$ cat src/rtl/dchp_pkg.sv
/*
   Shared constants and carrier types of the dual channel host bus port.
   Assumes a single 20 MHz clock and that the users write dchp_pkg::name.
*/
package dchp_pkg;
   localparam int ADDR_W = 3;
   localparam int DATA_W = 8;
   localparam int NUM_CHAN = 2;
   localparam int CHAN_A = 0;
   localparam int CHAN_B = 1;
   localparam logic PICK_CHAN_A = 1'b1;
   localparam logic [ADDR_W-1:0] REG_IDX_ALT_FUNC = 3'h2;
   localparam logic [ADDR_W-1:0] REG_IDX_MODEM_CTRL = 3'h4;
   localparam int ALT_FUNC_BCAST_BIT = 0;
   localparam int MODEM_CTRL_IR_BIT = 6;
   localparam logic SERIAL_IDLE_STD = 1'b1;
   localparam logic SERIAL_IDLE_IR = 1'b0;
   localparam logic TX_READY_N_RST = 1'b1;
   localparam logic [DATA_W-1:0] DATA_RST = 8'h00;

   typedef struct packed {
      logic chip_select_n;
      logic channel_pick;
      logic read_strobe_n;
      logic write_strobe_n;
      logic [ADDR_W-1:0] addr;
      logic [DATA_W-1:0] data;
   } dchp_pins_t;

   localparam dchp_pins_t PINS_IDLE = '{
      chip_select_n: 1'b1,
      channel_pick: 1'b0,
      read_strobe_n: 1'b1,
      write_strobe_n: 1'b1,
      addr: 3'h0,
      data: 8'h00
   };

   typedef struct packed {
      logic rd;
      logic wr;
      logic [ADDR_W-1:0] addr;
      logic [DATA_W-1:0] data;
   } dchp_access_t;
endpackage

$ cat src/rtl/dchp_regbank.sv
/*
   Register bank of one channel: eight bytes, registered read data.
   Assumes its caller issues one-cycle read and write enables.
*/
`timescale 1ns/100ps
module dchp_regbank #(
   parameter int AW = dchp_pkg::ADDR_W,
   parameter int DW = dchp_pkg::DATA_W
) (
   input wire logic clk_i,
   input wire logic rst_n_i,
   input wire logic wr_en_i,
   input wire logic [AW-1:0] wr_addr_i,
   input wire logic [DW-1:0] wr_data_i,
   input wire logic rd_en_i,
   input wire logic [AW-1:0] rd_addr_i,
   output logic [DW-1:0] rd_data_o
);
   logic [DW-1:0] mem [2**AW];
   logic [DW-1:0] next_rd_data;

   always_comb begin
      next_rd_data = rd_data_o;
      if (rd_en_i) begin
         next_rd_data = mem[rd_addr_i];
      end
   end

   // The array has no reset; only the read register is a control state.
   always_ff @(posedge clk_i) begin
      if (wr_en_i) begin
         mem[wr_addr_i] <= wr_data_i;
      end
   end

   always_ff @(posedge clk_i) begin
      if (!rst_n_i) begin
         rd_data_o <= '0;
      end else begin
         rd_data_o <= next_rd_data;
      end
   end
endmodule

$ cat src/rtl/dchp_port.sv
/*
   Host bus port of a dual channel serial controller: strobe decoding,
   channel steering, broadcast writes, per channel status pins and the
   transmit pin idle level. Assumes the serial engines sit on clk_i and
   supply interrupt, transmit space, busy and bit levels.
   Assumes too that the host holds address, channel pick and write data
   steady from before a strobe falls until after it rises, and keeps
   each strobe low and each gap between accesses at least four clocks.
*/
// Function
// RULE1: Read strobe fall starts an internal read of the addressed register.
// RULE2: Device drives the read byte; host samples it at read strobe rise.
// RULE3: Write starts on write strobe fall; data is stored at its rise.
// RULE4: Channel pick counts only while chip select is low.
// RULE5: Channel pick low selects channel B, high selects channel A.
// RULE6: Broadcast bit ignores channel pick; one write reaches both channels.
// RULE7: Each channel has an active high interrupt output.
// RULE8: Each channel has an active low transmitter ready output.
// RULE9: Standard mode holds the transmit pin high in reset and idle.
// RULE10: Infrared mode encodes transmit data and idles the pin low.
// RULE11: Three address lines select a register of the chosen channel.
// RULE12: Eight bit data bus driven by device only during reads.
// RULE13: Chip select high ignores both strobes and releases the data bus.
`timescale 1ns/100ps
module dchp_port (
   input wire logic clk_i,
   input wire logic rst_n_i,
   input wire logic chip_select_n_i,
   input wire logic channel_pick_i,
   input wire logic read_strobe_n_i,
   input wire logic write_strobe_n_i,
   input wire logic [dchp_pkg::ADDR_W-1:0] addr_i,
   input wire logic [dchp_pkg::DATA_W-1:0] data_i,
   output logic [dchp_pkg::DATA_W-1:0] data_o,
   output logic data_oe_o,
   input wire logic [dchp_pkg::NUM_CHAN-1:0] chan_irq_req_i,
   input wire logic [dchp_pkg::NUM_CHAN-1:0] chan_tx_space_i,
   input wire logic [dchp_pkg::NUM_CHAN-1:0] chan_tx_busy_i,
   input wire logic [dchp_pkg::NUM_CHAN-1:0] chan_tx_bit_i,
   output logic irq_chan_a_o,
   output logic irq_chan_b_o,
   output logic tx_ready_chan_a_n_o,
   output logic tx_ready_chan_b_n_o,
   output logic serial_out_chan_a_o,
   output logic serial_out_chan_b_o,
   output dchp_pkg::dchp_access_t access_a_o,
   output dchp_pkg::dchp_access_t access_b_o
);
   typedef enum logic [1:0] {
      ST_IDLE,
      ST_RD_WAIT,
      ST_READ,
      ST_WRITE
   } dchp_state_t;

   localparam int NC = dchp_pkg::NUM_CHAN;
   localparam int CA = dchp_pkg::CHAN_A;
   localparam int CB = dchp_pkg::CHAN_B;

   dchp_pkg::dchp_pins_t pins_in;
   dchp_pkg::dchp_pins_t sync1;
   dchp_pkg::dchp_pins_t sync2;
   dchp_pkg::dchp_pins_t prev;
   dchp_pkg::dchp_pins_t next_sync1;
   dchp_pkg::dchp_pins_t next_sync2;
   dchp_pkg::dchp_pins_t next_prev;

   dchp_state_t state;
   dchp_state_t next_state;
   logic chan_a;
   logic next_chan_a;
   logic bcast;
   logic next_bcast;
   logic [dchp_pkg::ADDR_W-1:0] addr;
   logic [dchp_pkg::ADDR_W-1:0] next_addr;
   logic [dchp_pkg::DATA_W-1:0] wdata;
   logic [dchp_pkg::DATA_W-1:0] next_wdata;
   logic [NC-1:0] wr_pulse;
   logic [NC-1:0] next_wr_pulse;
   logic [NC-1:0] rd_pulse;
   logic [NC-1:0] next_rd_pulse;
   logic [dchp_pkg::DATA_W-1:0] next_data;
   logic next_oe;
   logic bank_re;
   logic [dchp_pkg::DATA_W-1:0] bank_rd [NC];

   logic [NC-1:0] ir_mode;
   logic [NC-1:0] next_ir_mode;
   logic [NC-1:0] alt_bcast;
   logic [NC-1:0] next_alt_bcast;
   logic [NC-1:0] irq;
   logic [NC-1:0] next_irq;
   logic [NC-1:0] txrdy_n;
   logic [NC-1:0] next_txrdy_n;
   logic [NC-1:0] ser;
   logic [NC-1:0] next_ser;

   logic selected;
   logic rd_fall;
   logic rd_rise;
   logic wr_fall;
   logic wr_rise;

   assign pins_in = '{
      chip_select_n: chip_select_n_i,
      channel_pick: channel_pick_i,
      read_strobe_n: read_strobe_n_i,
      write_strobe_n: write_strobe_n_i,
      addr: addr_i,
      data: data_i
   };

   // Data is synchronised with the strobes, so both settle on the same edge.
   always_comb begin
      next_sync1 = pins_in;
      next_sync2 = sync1;
      next_prev = sync2;
   end

   always_ff @(posedge clk_i) begin
      if (!rst_n_i) begin
         sync1 <= dchp_pkg::PINS_IDLE;
         sync2 <= dchp_pkg::PINS_IDLE;
         prev <= dchp_pkg::PINS_IDLE;
      end else begin
         sync1 <= next_sync1;
         sync2 <= next_sync2;
         prev <= next_prev;
      end
   end

   assign selected = !sync2.chip_select_n; // [RULE4] [RULE13]
   assign rd_fall = prev.read_strobe_n && !sync2.read_strobe_n;
   assign rd_rise = !prev.read_strobe_n && sync2.read_strobe_n;
   assign wr_fall = prev.write_strobe_n && !sync2.write_strobe_n;
   assign wr_rise = !prev.write_strobe_n && sync2.write_strobe_n;

   // One access at a time: edges that arrive while busy are dropped.
   always_comb begin
      next_state = state;
      next_chan_a = chan_a;
      next_bcast = bcast;
      next_addr = addr;
      next_wdata = wdata;
      next_wr_pulse = '0;
      next_rd_pulse = '0;
      next_data = data_o;
      next_oe = 1'b0;
      bank_re = 1'b0;
      case (state)
         ST_IDLE: begin
            if (selected && rd_fall && sync2.write_strobe_n) begin
               // [RULE1] [RULE5] [RULE11]
               next_chan_a = sync2.channel_pick == dchp_pkg::PICK_CHAN_A;
               next_addr = sync2.addr;
               bank_re = 1'b1;
               next_rd_pulse[CA] = next_chan_a;
               next_rd_pulse[CB] = !next_chan_a;
               next_state = ST_RD_WAIT;
            end else if (selected && wr_fall) begin
               // [RULE3] [RULE5] [RULE6] [RULE11]
               next_chan_a = sync2.channel_pick == dchp_pkg::PICK_CHAN_A;
               next_addr = sync2.addr;
               next_bcast = |alt_bcast;
               next_state = ST_WRITE;
            end
         end
         ST_RD_WAIT: begin
            // One cycle lets the bank's registered read data settle.
            next_data = chan_a ? bank_rd[CA] : bank_rd[CB];
            next_oe = selected; // [RULE2] [RULE12]
            next_state = selected ? ST_READ : ST_IDLE;
         end
         ST_READ: begin
            next_oe = selected && !sync2.read_strobe_n; // [RULE2] [RULE13]
            if (!selected || rd_rise) begin
               next_state = ST_IDLE;
            end
         end
         ST_WRITE: begin
            if (!selected) begin
               // A chip select that rises mid-write drops the byte whole.
               next_state = ST_IDLE; // [RULE13]
            end else if (wr_rise) begin
               next_wdata = sync2.data; // [RULE3] [RULE12]
               next_wr_pulse[CA] = bcast || chan_a; // [RULE6]
               next_wr_pulse[CB] = bcast || !chan_a; // [RULE6]
               next_state = ST_IDLE;
            end
         end
         default: begin
            next_state = ST_IDLE;
         end
      endcase
   end

   always_ff @(posedge clk_i) begin
      if (!rst_n_i) begin
         state <= ST_IDLE;
         chan_a <= 1'b0;
         bcast <= 1'b0;
         addr <= '0;
         wdata <= dchp_pkg::DATA_RST;
         wr_pulse <= '0;
         rd_pulse <= '0;
         data_o <= dchp_pkg::DATA_RST;
         data_oe_o <= 1'b0;
      end else begin
         state <= next_state;
         chan_a <= next_chan_a;
         bcast <= next_bcast;
         addr <= next_addr;
         wdata <= next_wdata;
         wr_pulse <= next_wr_pulse;
         rd_pulse <= next_rd_pulse;
         data_o <= next_data;
         data_oe_o <= next_oe;
      end
   end

   // Both banks read on every read access; only the picked byte reaches the pins.
   for (genvar c = 0; c < NC; c++) begin : g_bank
      dchp_regbank u_bank (
         .clk_i(clk_i),
         .rst_n_i(rst_n_i),
         .wr_en_i(wr_pulse[c]),
         .wr_addr_i(addr),
         .wr_data_i(wdata),
         .rd_en_i(bank_re),
         .rd_addr_i(sync2.addr),
         .rd_data_o(bank_rd[c])
      );
   end

   // Each channel keeps its own mode bits; broadcast follows either copy.
   always_comb begin
      next_ir_mode = ir_mode;
      next_alt_bcast = alt_bcast;
      for (int c = 0; c < NC; c++) begin
         if (wr_pulse[c] && addr == dchp_pkg::REG_IDX_MODEM_CTRL) begin
            next_ir_mode[c] = wdata[dchp_pkg::MODEM_CTRL_IR_BIT];
         end
         if (wr_pulse[c] && addr == dchp_pkg::REG_IDX_ALT_FUNC) begin
            next_alt_bcast[c] = wdata[dchp_pkg::ALT_FUNC_BCAST_BIT];
         end
      end
   end

   always_ff @(posedge clk_i) begin
      if (!rst_n_i) begin
         ir_mode <= '0;
         alt_bcast <= '0;
      end else begin
         ir_mode <= next_ir_mode;
         alt_bcast <= next_alt_bcast;
      end
   end

   // Status pins lag the engines by one clock so each leaves a flip-flop.
   always_comb begin
      next_ser = ser;
      next_irq = chan_irq_req_i; // [RULE7]
      next_txrdy_n = ~chan_tx_space_i; // [RULE8]
      for (int c = 0; c < NC; c++) begin
         if (ir_mode[c]) begin
            // Zero bits become high pulses; the pin rests low. [RULE10]
            next_ser[c] = chan_tx_busy_i[c] ? !chan_tx_bit_i[c]
               : dchp_pkg::SERIAL_IDLE_IR;
         end else begin
            // [RULE9]
            next_ser[c] = chan_tx_busy_i[c] ? chan_tx_bit_i[c]
                                            : dchp_pkg::SERIAL_IDLE_STD;
         end
      end
   end

   always_ff @(posedge clk_i) begin
      if (!rst_n_i) begin
         irq <= '0;
         txrdy_n <= {NC{dchp_pkg::TX_READY_N_RST}};
         ser <= {NC{dchp_pkg::SERIAL_IDLE_STD}}; // [RULE9]
      end else begin
         irq <= next_irq;
         txrdy_n <= next_txrdy_n;
         ser <= next_ser;
      end
   end

   assign irq_chan_a_o = irq[CA];
   assign irq_chan_b_o = irq[CB];
   assign tx_ready_chan_a_n_o = txrdy_n[CA];
   assign tx_ready_chan_b_n_o = txrdy_n[CB];
   assign serial_out_chan_a_o = ser[CA];
   assign serial_out_chan_b_o = ser[CB];
   assign access_a_o = '{
      rd: rd_pulse[CA],
      wr: wr_pulse[CA],
      addr: addr,
      data: wdata
   };
   assign access_b_o = '{
      rd: rd_pulse[CB],
      wr: wr_pulse[CB],
      addr: addr,
      data: wdata
   };
endmodule

$ cat config.mk
export PLATFORM = sky130hd
export DESIGN_NAME = dchp_port
export DESIGN_NICKNAME = d
export VERILOG_FILES = /design/src/rtl/dchp_pkg.sv /design/src/rtl/dchp_regbank.sv /design/src/rtl/dchp_port.sv
export SDC_FILE = /design/constraint.sdc
export NUM_CORES = 1
export LEC_CHECK = 0
export BUFFER_PORTS_ARGS = -buffer_cell sky130_fd_sc_hd__buf_4
export CAP_MARGIN = 20
export CORE_UTILIZATION = 60
export CTS_BUF_LIST = sky130_fd_sc_hd__clkbuf_8
export DETAILED_ROUTE_END_ITERATION = 12
export HOLD_SLACK_MARGIN = 0.06
export PLACE_DENSITY = 0.86
export SYNTH_ARGS = -nofsm -noshare
export SYNTH_HDL_FRONTEND = slang
export SYNTH_SLANG_ARGS = --single-unit
$ cat constraint.sdc
create_clock -name clk_i -period 2.05 [get_ports clk_i]
set_input_delay 0.41 -clock clk_i [delete_from_list [all_inputs] [get_ports clk_i]]
set_output_delay 0.41 -clock clk_i [all_outputs]
set_load 0.005 [all_outputs]
==> metrics <==
dpl cells 717; Seq/Total Area, Yosys 70.1%; Post-Synthesis Cells 485; worst r2r src state[0]$_SDFFE_PN0P_; combinational share of power 4.0%; Die Ht 117 um; clock root buffer clkbuf_8; Final Non-Filler Cells 777; Antenna Nets Post-Route 0; DP HPWL 10100 um; top cells by area, synth edfxtp_1, dfxtp_1, mux4_2; cts bufs inserted 34; simple-gate portion of the synthesized area 8.87%; CTS Buffer Depth 3; final wirelength 15600 um; VDD IR-drop max 0.619 mV; Layout Nets 611; asr flop ratio synth 0%; crit path kind reg2reg; Slew Viols, Final 0; Worst Tran Pin Value 0.676 ns; Reg clk slew, reported paths 0.06 ns; GPL Wtd Cong 0.772; r2r endpoint g_bank[1].u_bank.rd_data_o[2]$_SDFFE_PN0P_; CP max FO 16; largest family of logic cells by synthesized area multiplexers; crit-path max cell delay 0.41 ns; largest net degree at the start of global routing 48; FF+latch area 5570 sq um; cells along the critical path inv_1 -> ha_1 -> nand2b_4 -> o21a_1 -> and2_1 -> a221o_1; mux share of post-synthesis cell area 12.5%; FILL cells 748; Power Density 870 nW/um^2; Leakage 3.46 nW; Area Growth Syn to Fin 17.3%; Core Box Area 12800 sq um; CTS Sinks 214; CTS Hold Buffers Added 0; Yosys top cell area share 48.4%; final setup vio count 0; routed len/inst 20.0 um; area fraction in compound gates after synthesis 4.38%; worst hold path class in2reg; DR DRC count 0; Arrival @ worst endpoint 2.26 ns; critical path required time 2.42 ns; vias in the first global route 4452; CTS tree yes; Pint 6.41 mW; CP endpoint g_bank[1].u_bank.rd_data_o[2]$_SDFFE_PN0P_; prevailing post-synth register cell edfxtp_1; postcts setup bufs 0; setup TNS after final layout 0 ns; most instantiated cells after synthesis edfxtp_1, dfxtp_1, and2_1, mux2i_1, mux4_2; fin crit period 1.89 ns; via-per-instance ratio 5.59; synthesized flop and latch total 214; via count 4343; Sw Share 20.9%; die area 13700 sq um; YS warnings 0; clk_skew 0.0107 ns; grt ovf 0; endpoints failing hold 0; slew margin rel. 54.8%; Avg Cell Area, Syn 16.4 sq um; share of layout cells above drive strength 1 27.4%; Ports 66; post-synthesis xor/xnor area fraction 0.221%; slowest CP cell o21a_1; initial antenna violation count 0; die width 117 um; initial detailed-routing violation count 343; initial core utilization 62.2%; Final WS setup 0.158 ns; I/O Buffers 65; n_diodes 0; Reg power frac 56.9%; Clk Latency, worst-skew pair 0.48 ns; FF-to-FF setup slack 0.16 ns; status finished clean; part of the power in the clock network 39.1%; Sw Pwr 1.69 mW; Critical Path Sink Type register; Worst Setup SP state[0]$_SDFFE_PN0P_; # H-tree levels 2; multi-input logic area 2120 sq um; Tot GR Track Use 24.2%; Final Cycle Share 92.3%; Post-synth EDFFs 128; Synth Net Count 515; Startpoint Class register; Synth Area in Adders 0.788%; DR pass1 iterations 5; row count 41; Netlist cell types 32; area leader, netlist edfxtp_1; FF-to-FF path depth 6; first-pass GRT wire length 23800 um; RSZ-0062 raised after global routing no; pre-CTS setup slack 0.0417 ns; mapped cell area 7940 sq um; max_cap viols 0; fmax 528 MHz; most frequent cell after synthesis edfxtp_1
[worst max-delay path: cells and delay by family, from the launching register on]
| family | cells | cell delay, ns |
|---|---|---|
| AND/OR/NAND/NOR | 2 | 0.37 |
| flip-flops | 1 | 0.34 |
| AO/OA/AOI/OAI | 2 | 0.67 |
| buffers and inverters | 1 | 0.12 |
| adder cells (fa/ha/maj) | 1 | 0.26 |
[cells by family after synthesis]
group	after synthesis
flip-flops	214
AND/OR/NAND/NOR	126
multiplexers	56
buffers and inverters	42
AO/OA/AOI/OAI	40
adder cells (fa/ha/maj)	5
XOR/XNOR	2
[registers in the layout, indices dropped and copies added, names as in the netlist, 3 cells and up]
register,count
g_bank.u_bank.rd_data_o,16
g_bank.u_bank.mem,128
addr,3
wdata,8
next_prev,15
data_o,8
next_sync2,15
[metrics by stage]
stage          utilization (%)  hold slack [ns]  instance area, sq um  power, mW
3_3_place_gp              68.2            0.396                  8710       5.01
4_1_cts                   72.9           0.0635                  9320       8.16
2_1_floorplan                -            0.386                  7940       4.89
5_1_grt                   72.9           0.0685                  9320       8.39
6_report                  72.9           0.0852                  9320       8.10
3_5_place_dp              68.2            0.397                  8710       5.03
[timing repair]
item	in CTS	in global routing
hold endpoints to repair	0	0
gates resized for setup	0	1
endpoints found under the setup margin	0	16
[metal layers]
metal / vias to the layer above / global-route usage, % / routed length [um] / part of all wire [%]
met5: - / 0 / 0 / 0
met4: 0 / 12.2 / 490 / 3.1
met3: 41 / 4.33 / 1150 / 7.4
li1: 1996 / - / - / -
met2: 176 / 41.8 / 8100 / 52
met1: 2130 / 29.5 / 5820 / 37
[power by group through the flow]
stage          clock (mW)  combinational, mW  sequential, mW
2_1_floorplan           0              0.207            4.69
3_3_place_gp            0              0.313            4.70
3_5_place_dp            0              0.325            4.70
4_1_cts              3.22              0.331            4.61
5_1_grt              3.41              0.358            4.61
6_report             3.17              0.328            4.61
[worst min-delay path by stage]
stage / cells after the start / startpoint / end
after floorplan: 1 / next_sync2[11]$_SDFF_PN1_ / next_prev[11]$_SDFF_PN1_
after global placement: 1 / next_sync2[12]$_SDFF_PN1_ / next_prev[12]$_SDFF_PN1_
after detailed placement: 1 / next_sync2[11]$_SDFF_PN1_ / next_prev[11]$_SDFF_PN1_
after CTS: 2 / chan_tx_space_i[0] / txrdy_n[0]$_SDFF_PN1_
after global routing: 2 / chan_tx_space_i[0] / txrdy_n[0]$_SDFF_PN1_
final: 2 / chan_tx_space_i[0] / txrdy_n[0]$_SDFF_PN1_
[final cells by class]
type | instances | area share, %
multi-input combinational | 229 | 22.8
inverter | 6 | 0.242
timing repair buffer | 96 | 8.41
sequential | 214 | 59.8
clock buffer | 37 | 5.47
tap | 172 | 2.31
clock inverter | 23 | 1.02
[cells in the final DEF, fill, tap and decap left out, drive strengths merged, types with 3 or more instances in the layout]
cell type	netlist	final
edfxtp	128	128
buf	21	96
dfxtp	86	86
and2	44	44
clkbuf	15	37
mux4	32	32
mux2i	24	24
nand2	23	23
inv	6	19
nor2	17	17
nand2b	17	17
a221o	16	16
nor2b	14	14
o211a	9	9
clkinv	0	8
nor3	6	6
o21ai	5	5
ha	5	5
a21oi	4	4
a21boi	3	3
No activity file was read; power rests on OpenSTA's default activity.
